===== src/verilog/irq_map_pkg.sv =====
package irq_map_pkg;
    localparam int unsigned NUM_VEC      = 64;
    localparam int unsigned VEC_W        = 6;
    localparam int unsigned LVL_W        = 2;
    localparam int unsigned PADDR_W      = 21;
    localparam int unsigned BASE_W       = 21;
    localparam int unsigned ENTRY_SHIFT  = 1;
    localparam int unsigned TARGET_W     = 19;
    localparam int unsigned RANK_W       = 3;

    // fixed vector numbers
    localparam logic [5:0] VEC_RESET       = 6'h00;
    localparam logic [5:0] VEC_WDOG_RESET  = 6'h01;
    localparam logic [5:0] VEC_CORE_FIRST  = 6'h02;
    localparam logic [5:0] VEC_CORE_LAST   = 6'h05;
    localparam logic [5:0] VEC_DBG_FIRST   = 6'h06;
    localparam logic [5:0] VEC_DBG_LAST    = 6'h0A;
    localparam logic [5:0] VEC_SOFT2       = 6'h0B;
    localparam logic [5:0] VEC_SOFT1       = 6'h0C;
    localparam logic [5:0] VEC_SOFT0       = 6'h0D;
    localparam logic [5:0] VEC_LOW_VOLTAGE = 6'h0F;
    localparam logic [5:0] VEC_PLL         = 6'h10;
    localparam logic [5:0] VEC_PERIPH_FIRST = 6'h11;
    localparam logic [5:0] VEC_LOWEST_SOFT = 6'h3F;

    // reserved vectors as a 64-bit mask (0,1 are reset overlays, 14, 30-31, 36-39, 49-52)
    localparam logic [63:0] RESERVED_MASK = 64'h001E_00F0_C000_4003;

    localparam logic [20:0] BASE_RESET    = 21'h00_0000;
    localparam logic [1:0]  LVL_RESET     = 2'h0;

    typedef struct packed {
        logic                 valid;
        logic [VEC_W-1:0]     vector;
        logic [RANK_W-1:0]    rank;
        logic [PADDR_W-1:0]   fetch_addr;
    } irq_grant_t;
endpackage


===== src/verilog/irq_level_ram.sv =====
// per-vector level storage, registered read-out of the whole table
module irq_level_ram #(
    parameter int unsigned DEPTH = 64,
    parameter int unsigned WIDTH = 2
) (
    // clock and reset
    input  wire logic                     i_sys_clk,
    input  wire logic                     i_rst_n,
    // write port
    input  wire logic                     i_wr_en,
    input  wire logic [$clog2(DEPTH)-1:0] i_wr_idx,
    input  wire logic [WIDTH-1:0]         i_wr_data,
    // full table
    output logic      [DEPTH*WIDTH-1:0]   o_table
);
    import irq_map_pkg::*;

    typedef struct packed {
        logic [DEPTH*WIDTH-1:0] mem;
    } ram_state_t;

    ram_state_t s_q;
    ram_state_t s_d;

    always_comb begin
        s_d = s_q;
        if (i_wr_en) begin
            s_d.mem[i_wr_idx*WIDTH +: WIDTH] = i_wr_data;
        end
    end

    always_ff @(posedge i_sys_clk or negedge i_rst_n) begin
        if (!i_rst_n) begin
            s_q <= '0;
        end else begin
            s_q <= s_d;
        end
    end

    assign o_table = s_q.mem;
endmodule


===== src/verilog/vectored_irq_priority_map.sv =====
// How it works
// - level 3 requests always beat level 2, and so down the levels.
// - within one level the smallest vector number wins.
// - fetch address is the software vector base plus the entry offset.
// - each entry is two words, offset is twice the vector number.
// - a vector entry reaches only a 19-bit target address.
// - base zero puts reset at 0 and watchdog reset at 2.
// - core exceptions use vectors 2 to 5 at fixed level 3.
// - debug sources use vectors 6 to 10 with levels 1 to 3.
// - low voltage on 15, PLL on 16, levels 1 to 3.
// - software sets each programmable source's level within its range.
// - flash requests on 17 to 19; peripherals take levels 0 to 2.
// - serial comm port requests on vectors 32 to 35.
// - converter requests on vectors 58, 59 and 60.
// - lowest soft interrupt on vector 63, level below all others.
// - serial peripheral port requests on vectors 28 and 29.
module vectored_irq_priority_map (
    // clock and reset
    input  wire logic                         i_sys_clk,
    input  wire logic                         i_rst_n,
    // request lines, one bit per vector number
    input  wire logic [63:0]                  i_req,
    // software configuration
    input  wire logic                         i_base_wr,
    input  wire logic [irq_map_pkg::BASE_W-1:0] i_vector_table_base,
    input  wire logic                         i_lvl_wr,
    input  wire logic [5:0]                   i_lvl_vec,
    input  wire logic [1:0]                   i_lvl_val,
    // reset-kind fetch select
    input  wire logic                         i_wdog_reset,
    // winner towards the core
    output irq_map_pkg::irq_grant_t           o_grant,
    output logic [irq_map_pkg::PADDR_W-1:0]   o_reset_fetch_addr,
    output logic [irq_map_pkg::BASE_W-1:0]    o_vector_table_base
);
    import irq_map_pkg::*;

    typedef struct packed {
        logic [BASE_W-1:0] base;
        irq_grant_t        grant;
        logic [PADDR_W-1:0] rst_addr;
    } top_state_t;

    top_state_t s_q;
    top_state_t s_d;
    logic [NUM_VEC*LVL_W-1:0] lvl_table;
    logic                     lvl_ok;

    // vector class decoders, shared by the write check and the ranking
    function automatic logic is_core_exc(input logic [5:0] v);
        return v >= VEC_CORE_FIRST && v <= VEC_CORE_LAST;
    endfunction

    function automatic logic is_debug(input logic [5:0] v);
        return v >= VEC_DBG_FIRST && v <= VEC_DBG_LAST;
    endfunction

    // sources whose level floor is 1 rather than 0
    function automatic logic is_high_floor(input logic [5:0] v);
        return is_debug(v) || v == VEC_LOW_VOLTAGE || v == VEC_PLL;
    endfunction

    function automatic logic is_periph(input logic [5:0] v);
        return v >= VEC_PERIPH_FIRST && v < VEC_LOWEST_SOFT && !RESERVED_MASK[v];
    endfunction

    // per-source allowed level range, used for writes and for ranking
    function automatic logic [1:0] lvl_min(input logic [5:0] v);
        if (is_high_floor(v)) begin
            return 2'h1;
        end
        return 2'h0;
    endfunction

    function automatic logic lvl_programmable(input logic [5:0] v);
        return is_high_floor(v) || is_periph(v);
    endfunction

    // a level outside the source's range is dropped, not clipped
    function automatic logic lvl_in_range(input logic [5:0] v, input logic [1:0] l);
        return lvl_programmable(v) && l >= lvl_min(v) && l <= lvl_min(v) + 2'h2;
    endfunction

    // rank 0 is level -1, rank n+1 is level n; fixed sources never read the table
    function automatic logic [RANK_W-1:0] rank_of(input logic [5:0] v, input logic [1:0] lv);
        logic [RANK_W-1:0] r;
        r = RANK_W'({1'b0, lv} + 3'h1);
        if (is_core_exc(v)) begin
            r = 3'h4;
        end else if (v == VEC_SOFT2) begin
            r = 3'h3;
        end else if (v == VEC_SOFT1) begin
            r = 3'h2;
        end else if (v == VEC_SOFT0) begin
            r = 3'h1;
        end else if (v == VEC_LOWEST_SOFT) begin
            r = 3'h0;
        end
        return r;
    endfunction

    function automatic logic [PADDR_W-1:0] entry_offset(input logic [5:0] v);
        return PADDR_W'({v, 1'b0});
    endfunction

    // entry address: base plus offset, cut to the reachable 19 bits
    // limitation: a base near the top of program space wraps inside that window
    function automatic logic [PADDR_W-1:0] entry_addr(input logic [BASE_W-1:0] b,
                                                      input logic [5:0] v);
        logic [PADDR_W-1:0] sum;
        sum = b + entry_offset(v);
        return PADDR_W'(sum[TARGET_W-1:0]);
    endfunction

    assign lvl_ok = i_lvl_wr && lvl_in_range(i_lvl_vec, i_lvl_val);

    // level table is registered, so a write steers ranking one cycle later

    irq_level_ram #(
        .DEPTH (NUM_VEC),
        .WIDTH (LVL_W)
    ) u_lvl (
        .i_sys_clk (i_sys_clk),
        .i_rst_n   (i_rst_n),
        .i_wr_en   (lvl_ok),
        .i_wr_idx  (i_lvl_vec),
        .i_wr_data (i_lvl_val),
        .o_table   (lvl_table)
    );

    always_comb begin
        logic [1:0]        lv;
        logic [RANK_W-1:0] rk;
        logic              found;
        logic [5:0]        win_v;
        logic [RANK_W-1:0] win_r;
        logic [5:0]        rst_v;

        lv    = 2'h0;
        rk    = '0;
        found = 1'b0;
        win_v = '0;
        win_r = '0;
        rst_v = VEC_RESET;
        s_d   = s_q;

        if (i_base_wr) begin
            s_d.base = i_vector_table_base;
        end

        // scan ascending, replace only on strictly higher rank
        for (int i = 0; i < NUM_VEC; i++) begin
            if (i_req[i] && !RESERVED_MASK[i]) begin
                lv = lvl_table[i*LVL_W +: LVL_W];

                // unprogrammed debug/low-voltage slots read 0; floor them to 1
                if (lv < lvl_min(6'(i))) begin
                    lv = lvl_min(6'(i));
                end

                rk = rank_of(6'(i), lv);

                // equal rank keeps the earlier, smaller vector
                if (!found || rk > win_r) begin
                    found = 1'b1;
                    win_v = 6'(i);
                    win_r = rk;
                end
            end
        end

        // vector is the request bit index
        s_d.grant.valid  = found;
        s_d.grant.vector = win_v;
        s_d.grant.rank   = win_r;

        // fetch address follows a base written in the same cycle
        s_d.grant.fetch_addr = entry_addr(s_d.base, win_v);

        // reset overlays vectors 0 and 1
        if (i_wdog_reset) begin
            rst_v = VEC_WDOG_RESET;
        end
        s_d.rst_addr = entry_addr(s_d.base, rst_v);
    end

    always_ff @(posedge i_sys_clk or negedge i_rst_n) begin
        if (!i_rst_n) begin
            s_q.base     <= BASE_RESET;
            s_q.grant    <= '0;
            s_q.rst_addr <= '0;
        end else begin
            s_q <= s_d;
        end
    end

    // every output comes straight from a flip-flop
    assign o_grant             = s_q.grant;
    assign o_reset_fetch_addr  = s_q.rst_addr;
    assign o_vector_table_base = s_q.base;
endmodule


===== config.mk =====
export PLATFORM = sky130hd
export DESIGN_NAME = vectored_irq_priority_map
export DESIGN_NICKNAME = d
export VERILOG_FILES = /design/src/verilog/irq_map_pkg.sv /design/src/verilog/irq_level_ram.sv /design/src/verilog/vectored_irq_priority_map.sv
export SDC_FILE = /design/constraint.sdc
export NUM_CORES = 1
export LEC_CHECK = 0
export BUFFER_PORTS_ARGS = -buffer_cell sky130_fd_sc_hd__buf_2
export CORE_MARGIN = 2
export CORE_UTILIZATION = 62
export DETAILED_ROUTE_END_ITERATION = 12
export HOLD_SLACK_MARGIN = 0.1
export PLACE_DENSITY = 0.84
export SLEW_MARGIN = 0
export SYNTH_ARGS = -nofsm -noshare
export SYNTH_HDL_FRONTEND = slang
export SYNTH_SLANG_ARGS = --single-unit
export TNS_END_PERCENT = 50

===== constraint.sdc =====
create_clock -name i_sys_clk -period 99.8 [get_ports i_sys_clk]
set_input_delay 14.97 -clock i_sys_clk [delete_from_list [all_inputs] [get_ports i_sys_clk]]
set_output_delay 14.97 -clock i_sys_clk [all_outputs]
set_load 0.02 [all_outputs]

[Word level (Yosys, flattened, before mapping)]
Memories as Yosys holds them, arrays and structs flattened.
Cells that the tools add are included.
Word-level totals
  register bits after elaboration: 197
  memory bits (read-only): 64
  bits of input ports: 98
  output and inout port bits: 73
  word-level logic and storage cells: 714
  memories kept: 1
Memories
  (no name shown): depth 64, bits a word 1, rd ports 1, clocked after memory_dff 0, wr ports 0, RTL line vectored_irq_priority_map.sv:64  | return v >= VEC_PERIPH_FIRST && v < VEC_LOWEST_SOFT && !RESERVED_MASK[v];
Operators by class
  add/subtract/negate cells: 47
  magnitude comparators: 100
  equal/unequal tests: 2
  shifts and indexed selects: 2
  mux-type cells: 445
  reduce and logical (&&, ||, !) cells: 110
Operator list (number)
  $mux W6: 99
  $mux W3: 108
  $mux W2: 97
  $gt A3 B3 Y1: 50
  $mux W1: 139
  $add A2 B1 Y3 const B: 43
  $bwmux W128: 1
  $shift A2 B34 Y128 const A: 1
  $shiftx A2 B34 Y128: 1
  $lt A2 B1 Y1 const B: 36
  $logic_or A1 B1 Y1: 53
  $logic_not A1 Y1: 51
  $add A19 B7 Y19: 2
  $neg A7 Y34: 1
  $mux W21: 1
  $lt A2 B2 Y1: 7
  $lt A6 B7 Y1 const B: 1
  $eq A6 B4 Y1 const B: 1
  $eq A6 B5 Y1 const B: 1
  $ge A6 B3 Y1 const B: 1
  $ge A6 B5 Y1 const B: 1
  $le A6 B4 Y1 const B: 1
  $logic_and A1 B1 Y1: 6
  $lt A6 B6 Y1 const B: 1
  other kinds (3): 3

[Longest topological paths before layout]
Gate-level depths: netlist (run 1).
  depth after elaboration: 202
  mapped depth: 375
  depth with buffers taken out: 357

[Hierarchy]
From an unflattened synthesis (run 1), not the netlist that was laid out.
Second synthesis, totals
  cell total of the unflattened synthesis: 1778
  area total of the unflattened synthesis: 16260.6 um^2
Modules (own cells, without submodules)
  vectored_irq_priority_map: instances 1, cells each 1298, area an instance 10324.9 um^2
  irq_level_ram: instances 1, cells each 480, area an instance 5935.7 um^2

[Worst setup path after synthesis (run 1)]
No wires, ideal clock.
  path kind: input to register
  from: input i_req[5]
  to: register s_q, in the netlist o_grant[16]
  arrival: 73.357 ns
  path slack: 26.311 ns
  cell stages on the path: 345
  buffers on the path: 18
  path through: or4_1 clkbuf_1 nor3_1 ha_1 nand2_1 o211ai_1 a2111o_1 o41a_1 inv_1 ha_1 nand2_1 o21ai_0 o22ai_1 or3b_2 o21ai_0 ha_1 nand2_1 o21ai_0 (+309 left out) inv_1 a21o_1 a21oi_1 a31oi_1 o21a_1 a21o_1 a2111oi_0 nor2_1 ha_1 a21o_1 a21oi_1 o21bai_1 a21oi_1 nor2b_1 o21ai_0 or2_2 nor3_1 xor2_1
RTL lines
  start: declaration: RTL line vectored_irq_priority_map.sv:22  | input wire logic [63:0] i_req,
  end: declaration: RTL line vectored_irq_priority_map.sv:44  | top_state_t s_q;

==> results of run 1 <==
==> logic make-up after synthesis <==
family | synth area share [%]
AO/OA/AOI/OAI | 21.1
XOR/XNOR | 2.48
adder cells (fa/ha/maj) | 15.8
buffers and inverters | 4.75
flip-flops | 27.8
multiplexers | 7.61
other | 0.0272
AND/OR/NAND/NOR | 20.4
==> worst paths after layout <==
| path | from | endpoint | slack (ns) | cells past startpoint |
|---|---|---|---|---|
| min | o_vector_table_base[19] | o_vector_table_base[19] | 0.50 | 1 |
| max in group asynchronous | i_rst_n | u_lvl.o_table[82] | 83.79 | 2 |
| max reg2reg | u_lvl.o_table[12] | o_grant[16] | 28.95 | 337 |
| min reg2reg | o_vector_table_base[19] | o_vector_table_base[19] | 0.50 | 1 |
| max | i_req[5] | o_grant[16] | 14.19 | 338 |
| min in group asynchronous | i_rst_n | o_grant[17] | 14.54 | 1 |
==> state kept, by name (all words and copies together), names as in the netlist <==
signal / count
o_vector_table_base: 20
u_lvl.o_table: 86
o_reset_fetch_addr: 19
o_grant: 28
==> critical path, delay by kind of cell <==
kind | cells | cell delay (ns)
mux | 6 | 2.15
xor+xnor | 1 | 0.16
compound gates | 181 | 40.28
simple gates | 82 | 13.76
buf+inv | 25 | 2.91
fa+ha+maj | 43 | 11.58
==> cells in the mapped netlist, types with 8 or more instances <==
cell type and count:
and2_1 8, dfrtp_1 153, nor4_1 20, a32oi_1 16
clkbuf_1 33, a21oi_1 71, mux2_2 70, o22ai_1 9
a211oi_1 17, o21bai_1 9, a31oi_1 27, or2_2 16
nand3_1 56, o21ai_0 117, xnor2_1 29, nand2_1 193
xor2_1 10, nor2_1 141, o211ai_1 13, nand2b_1 16
mux2i_1 26, ha_1 172, o21a_1 40, or3_1 8
nand4_1 17, o31ai_1 21, nor3_1 40, nor2b_1 41
a21o_1 28, inv_1 114, and3_1 14
==> placed cells by master (no fill, tap or decap), types with 9 or more instances in the layout <==
| cell | count |
|---|---|
| buf_2 | 152 |
| a21oi_1 | 71 |
| and3_1 | 14 |
| buf_4 | 10 |
| clkbuf_16 | 17 |
| o21a_1 | 40 |
| a32oi_1 | 16 |
| xor2_1 | 10 |
| o31ai_1 | 21 |
| or2_2 | 16 |
| o21bai_1 | 9 |
| ha_1 | 172 |
| o22ai_1 | 9 |
| nor4_1 | 20 |
| nand2_1 | 193 |
| a21o_1 | 28 |
| nand4_1 | 17 |
| mux2i_1 | 26 |
| a211oi_1 | 17 |
| nor2_1 | 141 |
| o211ai_1 | 13 |
| dfrtp_1 | 153 |
| inv_1 | 114 |
| nor2b_1 | 41 |
| mux2_2 | 70 |
| xnor2_1 | 29 |
| nand2b_1 | 16 |
| o21ai_0 | 117 |
| a31oi_1 | 27 |
| nand3_1 | 56 |
| nor3_1 | 40 |
==> metrics by stage <==
step	instance area [sq um]	hold slack, ns	utilization (%)
after floorplan	13800	0.453	-
after global placement	14800	0.483	67.6
after detailed placement	14800	0.493	67.6
after CTS	15400	0.507	70.5
after global routing	15400	0.530	70.5
final	15400	0.504	70.5
==> metal layers <==
metal  track usage, %  share of wire [%]  up-vias
li1                 -                  -     6314
met1             45.6                 41     6372
met2             56.5                 46      635
met3             6.58                8.7      119
met4             11.8                3.4        0
met5                0                  0        -
==> area by class of cell <==
cell class	count	area, sq um	share of cell area, %
Tap cell	280	350	2.28
Inverter	115	432	2.81
Clock inverter	15	201	1.31
Multi-Input combinational cell	1343	9300	60.5
Sequential cell	153	3830	24.9
Timing Repair Buffer	163	847	5.51
Clock buffer	17	425	2.77
==> results_dict.tcl, run 1 <==
set metrics [dict create \
    cts_setup_buffers 0 \
    drc 0 \
    core_sq_um 21800 \
    cts_hold_buf 0 \
    routed_wl_mm 41.0 \
    numCtsBuffers 17 \
    dpl.hpwl_mm 31.9 \
    finalClockSkew_ns 0.00978 \
    grt_pass1_vias 12900 \
    grt_pass1_wl_mm 65.2 \
    relSlewSlack_pct 14.2 \
    async_reset_ff_share_pct 100 \
    synth-edff-count 0 \
    antenna_found_initial 0 \
    max_freq_mhz 11.7 \
    worstSetupEndpointType "flip-flop" \
    ys_warn_count 0 \
    finalSetupViolCount 0 \
    vias_per_cell 6.44 \
    cts_root_buffer "clkbuf_16" \
    seq_area_frac_synth_pct 27.8 \
    cts.path.max_buffers 2 \
    vias 13400 \
    critical_path_class "input port to flip-flop" \
    die_w_um 153 \
    synth-seq-cells 153 \
    cts_htree_levels 4 \
    finalWeightedCongestion 0.971 \
    area_delta_synth_final_pct 11.7 \
    num_antenna_cells 0 \
    detail-route-antenna-nets 0 \
    synthTopCellsByArea "dfrtp_1 (28%), ha_1 (16%), mux2_2 (5.7%)" \
    cts_tree "done" \
    layout_worst_path_cycle_share_pct 85.8 \
    fp.dieH_um 153 \
    final_max_slew_viol_count 0 \
    crit_path_top_delay_cell "o21ai_0" \
    synth_area_sq_um 13800 \
    io_buffers 153 \
    finalSetupTns_ns 0 \
    grt-ovfl-total 0 \
    place_inst 2054 \
    worstPathArrival_ns 85.93 \
    place_ws_ns 15.67 \
    cts_resized 0 \
    clk_pin_slew_worst_paths_ns 0.06 \
    worst_ep_required_time_ns 100.11 \
    rsz0062_at_grt "no" \
    critPathMaxStageDelay_ns 0.98 \
    syn-mean-instance-area_sq_um 8.32 \
    layout.cells.non_filler 2086 \
    routed_wire_length_per_instance_um 19.6 \
    final_nets 2064 \
    track_usage_pct 34.4 \
    yosysTopAreaCell "dfrtp_1" \
    fin_crit_ns 85.61 \
    ys_types 84 \
    cp_max_fo 13 \
    maxCapViolations 0 \
    synthDominantCellAreaShare_pct 27.8 \
    io-pin-count 171 \
    drtIter0Drc 1055 \
    worst_hold_path_type "flip-flop to flip-flop" \
    die_area_sq_um 23400 \
    setup_ws_ns 14.19 \
    netlist_instances 1656 \
    fp-row-count 54 \
    clock-sinks 153 \
    outcome "finished, final reports clean" \
    start_util_pct 63.1 \
    grt_max_degree 87 \
    worst_pin_slew_ns 1.27 \
    final_layout_size_suffix_gt1_share_pct 16.6 \
    worstSkewPairLatency_ns 0.44 \
    ys.flop_type "dfrtp_1" \
    hold_viol 0 \
    fillCellCount 1774 \
    critPathLaunchType "input port" \
    drtPass1Iterations 8 \
]
Power of run 1 is left out: the tool's default activity adds up to more than one toggle a clock period on the data nets, which glitch-free logic cannot reach.
==> inputs of run 2 (changes only) <==
CORE_UTILIZATION = 60   (was 62)
GPL_TIMING_DRIVEN = 0   (was default)
PLACE_DENSITY = 0.82   (was 0.84)
clock period = 83.2 ns   (was 99.8 ns; I/O delays follow)
==> results_dict.tcl, run 2 (synthesis results as in run 1) <==
set metrics [dict create \
    outcome "finished, final reports clean" \
    clock-sinks 153 \
    cp_max_fo 11 \
    core_sq_um 22600 \
    worst_pin_slew_ns 1.01 \
    fin_crit_ns 78.30 \
    r2r_end "o_grant[14]" \
    largest_reg_flops 86 \
    critPathMaxStageDelay_ns 0.68 \
    routed_wl_mm 41.1 \
    drtIter0Drc 1114 \
    cts.path.max_buffers 2 \
    grt-ovfl-total 0 \
    grt_pass1_wl_mm 64.7 \
    finalSetupViolCount 0 \
    numCtsBuffers 17 \
    num_antenna_cells 0 \
    critical_path_class "input port to flip-flop" \
    dpl.hpwl_mm 32.9 \
    worst_hold_path_type "flip-flop to flip-flop" \
    cts_htree_levels 4 \
    area_delta_synth_final_pct 14.1 \
    drtPass1Iterations 5 \
    drc 0 \
    cts_root_buffer "clkbuf_16" \
    io-pin-count 171 \
    critPathLaunch "i_req[5]" \
    relSlewSlack_pct 32.3 \
    maxCapViolations 0 \
    die_area_sq_um 24200 \
    grt_pass1_vias 12600 \
    crit_path_top_delay_cell "o41ai_1" \
    critPathLaunchType "input port" \
    final_max_slew_viol_count 0 \
    worstSetupEndpointType "flip-flop" \
    cp_common_cell "ha_1" \
    finalSetupTns_ns 0 \
    track_usage_pct 33.7 \
    final_layout_size_suffix_gt1_share_pct 18.4 \
    cp-endpoint "o_grant[14]" \
    clk_pin_slew_worst_paths_ns 0.07 \
    final_common_cell "nand2_1" \
    io_buffers 148 \
    vias 13400 \
    finalClockSkew_ns 0.00859 \
    mostFrequentLayoutCells "nand2_1 (193), ha_1 (172), dfrtp_1 (153)" \
    worstReg2RegStart "u_lvl.o_table[12]" \
    hold_viol 0 \
    detail-route-antenna-nets 0 \
    grt_max_degree 87 \
    cts_hold_buf 0 \
    final_nets 2099 \
    regToRegSetupSlack_ns 17.18 \
    vias_per_cell 6.30 \
    worstSkewPairLatency_ns 0.44 \
    r2r_cells 342 \
    worstPathArrival_ns 78.62 \
    antenna_found_initial 0 \
    cts_tree "done" \
    die_w_um 156 \
    max_freq_mhz 12.8 \
    start_util_pct 61.0 \
    layout_worst_path_cycle_share_pct 94.1 \
    fp-row-count 55 \
    worst_ep_required_time_ns 83.52 \
    routed_wire_length_per_instance_um 19.4 \
    finalWeightedCongestion 1.02 \
    fp.dieH_um 156 \
]
[run 2: cell types whose count changed in the layout (fill, tap and decap cells not counted), sizes merged]
cell and change:
inv -1, buf +4, clkinvlp -1, clkbuf +31
bufinv -3, clkinv +5
[run 2: per-layer routing]
layer  track usage [%]  vias to the layer above  wire [um]
li1                  -                     6397          -
met4              11.5                        0       1420
met3              6.82                      107       3150
met1              45.2                     6370      17700
met2              54.7                      515      18900
met5                 0                        -          0
[run 2: worst min path at each step]
stage,to,cells after the start,slack (ns),startpoint
after detailed placement,u_lvl.o_table[33],2,0.49,u_lvl.o_table[33]
final,o_vector_table_base[19],1,0.50,o_vector_table_base[19]
after global placement,o_vector_table_base[19],1,0.48,o_vector_table_base[19]
after CTS,u_lvl.o_table[33],2,0.51,u_lvl.o_table[33]
after global routing,o_vector_table_base[19],1,0.52,o_vector_table_base[19]
after floorplan,u_lvl.o_table[113],2,0.45,u_lvl.o_table[113]
[run 2: cell type report]
type,instances,area (sq um)
inverter,115,432
clock inverter,15,179
buffer,45,223
clock buffer,17,425
sequential,153,3830
timing repair buffer,153,805
fill,1870,6860
tap,285,357
multi-input combinational,1343,9470
[run 2: what timing repair did]
action / CTS / global route
pin swaps: 0 / 2
endpoints found under the hold margin: 0 / 0
buffers inserted: 0 / 4
setup endpoints to repair: 8 / 27
gates resized for setup: 1 / 61
[run 2: worst max-delay path, delay by kind of cell]
family          cells  cell delay (ns)
compound gates    177            33.19
xor+xnor            1             0.16
buf+inv            34             5.52
simple gates       85            14.04
fa+ha+maj          43            11.62
mux                 4             1.46
[run 2: per-stage QoR]
step	hold slack, ns	worst slack (ns)	instances	area [sq um]	utilization, %
after floorplan	0.453	12.20	1659	13800	-
after global placement	0.484	0.773	2092	14900	65.9
after detailed placement	0.490	-0.320	2093	14900	66.1
after CTS	0.506	0.153	2125	15500	68.8
after global routing	0.520	-0.199	2126	15700	69.6
final	0.503	4.90	2126	15700	69.6
Power of run 2 is left out for the same reason.
==> inputs of run 3 (changes only) <==
BUFFER_PORTS_ARGS = -buffer_cell sky130_fd_sc_hd__buf_4   (was -buffer_cell sky130_fd_sc_hd__buf_2)
==> results_dict.tcl, run 3 (synthesis results as in run 1) <==
set metrics [dict create \
    wl_met3_mm 3.38 \
    largest_reg_flops 86 \
    final_nets 2102 \
    maxCapViolations 0 \
    fin_crit_ns 78.10 \
    relSlewSlack_pct 33.1 \
    area_delta_synth_final_pct 17.0 \
    grt-ovfl-total 0 \
    cts_root_buffer "clkbuf_16" \
    layout_worst_path_cycle_share_pct 93.9 \
    routed_wire_length_per_instance_um 19.6 \
    cp_common_cell "ha_1" \
    clock-sinks 153 \
    fp-row-count 55 \
    final_common_cell "nand2_1" \
    worstReg2RegStart "u_lvl.o_table[12]" \
    detail-route-antenna-nets 0 \
    io_buffers 148 \
    drc 0 \
    critPathMaxStageDelay_ns 0.68 \
    critical_path_class "input port to flip-flop" \
    finalSetupViolCount 0 \
    multi_input_area_sq_um 9480 \
    worstSetupEndpointType "flip-flop" \
    io-pin-count 171 \
    start_util_pct 61.0 \
    fp.dieH_um 156 \
    drtIter0Drc 1169 \
    die_w_um 156 \
    cts.path.max_buffers 2 \
    outcome "finished, final reports clean" \
    antenna_found_initial 1 \
    finalWeightedCongestion 1.02 \
    regArea_sq_um 3830 \
    drtPass1Iterations 5 \
    regToRegSetupSlack_ns 17.41 \
    hold_viol 0 \
    drt-met1-wl_mm 17.5 \
    cts_hold_buf 0 \
    numCtsBuffers 17 \
    vias_per_cell 6.34 \
    cts_tree "done" \
    cp_max_fo 11 \
    track_usage_pct 33.8 \
    hold_slack_ns 0.515 \
    num_antenna_cells 0 \
    max_freq_mhz 12.8 \
    crit_path_top_delay_cell "a2111oi_0" \
    dpl.hpwl_mm 32.9 \
    r2r_end "o_grant[14]" \
    maxUsedRoutingLayer "met4" \
    worst_hold_path_type "flip-flop to flip-flop" \
    worst_ep_required_time_ns 83.51 \
    grt_pass1_wl_mm 65.2 \
    worstSkewPairLatency_ns 0.44 \
    grt_max_degree 87 \
    die_area_sq_um 24200 \
    mostFrequentLayoutCells "nand2_1 (193), ha_1 (172), buf_4 (160)" \
    final_max_slew_viol_count 0 \
    r2r_cells 342 \
    worst_pin_slew_ns 0.996 \
    grt_pass1_vias 13000 \
    cts_htree_levels 4 \
    routed_wl_mm 41.6 \
    final_layout_size_suffix_gt1_share_pct 18.7 \
    critPathLaunch "i_req[5]" \
    finalClockSkew_ns 0.0140 \
    fillCellCount 1816 \
    vias 13500 \
    worstPathArrival_ns 78.41 \
    cp-endpoint "o_grant[14]" \
    met2_length_mm 19.5 \
    core_sq_um 22600 \
    clk_pin_slew_worst_paths_ns 0.07 \
    critPathLaunchType "input port" \
]
[run 3: changes by cell type in the layout (fill, tap and decap cells not counted), moves of 2 or more]
cell        previous run  this run
buf_2                151         4
clkinv_4               1         4
buf_4                 10       160
a21oi_2                3         1
clkinvlp_4             2         0
[run 3: area by class of cell]
cell class / count / area share [%]
multi-input combinational: 1343 / 58.8
sequential: 153 / 23.8
timing repair buffer: 156 / 7.42
inverter: 115 / 2.68
clock buffer: 17 / 2.64
tap: 285 / 2.21
buffer: 45 / 1.39
clock inverter: 15 / 1.08
[run 3: critical path, delay by kind of cell]
family	cells	cell delay [ns]
fa+ha+maj	43	11.81
mux	4	1.38
compound gates	175	33.65
buf+inv	36	5.48
simple gates	85	13.46
xor+xnor	1	0.16
[run 3: per-stage QoR]
stage	TNS, ns	area (sq um)	util, %	std cells	setup WS (ns)
CTS	0	15900	70.4	2125	0.0405
global placement	0	15300	67.6	2092	1.13
detailed placement	-1.82	15300	67.7	2093	-0.347
global route	-2.39	16100	71.4	2129	-0.354
finish	0	16100	71.4	2129	5.10
floorplan	0	13800	-	1659	12.20
[run 3: what timing repair did]
| item | in CTS | in global routing |
|---|---|---|
| resized for setup | 2 | 64 |
| gates cloned | 0 | 0 |
| setup endpoints to repair | 11 | 27 |
| setup buffers | 0 | 7 |
| pin swaps | 0 | 6 |
[run 3: how the worst min path moves through the flow]
stage / startpoint / endpoint / slack, ns / depth (start not counted)
2_1_floorplan: u_lvl.o_table[113] / u_lvl.o_table[113] / 0.45 / 2
5_1_grt: o_vector_table_base[19] / o_vector_table_base[19] / 0.53 / 1
6_report: o_vector_table_base[19] / o_vector_table_base[19] / 0.52 / 1
3_3_place_gp: u_lvl.o_table[33] / u_lvl.o_table[33] / 0.48 / 2
4_1_cts: u_lvl.o_table[35] / u_lvl.o_table[35] / 0.51 / 2
3_5_place_dp: u_lvl.o_table[35] / u_lvl.o_table[35] / 0.50 / 2
[run 3: metal layers]
metal / track usage, % / vias up
li1: - / 6394
met1: 44.8 / 6396
met2: 55.9 / 601
met3: 6.99 / 99
met4: 10.0 / 0
met5: 0 / -
Power of run 3 is left out for the same reason.
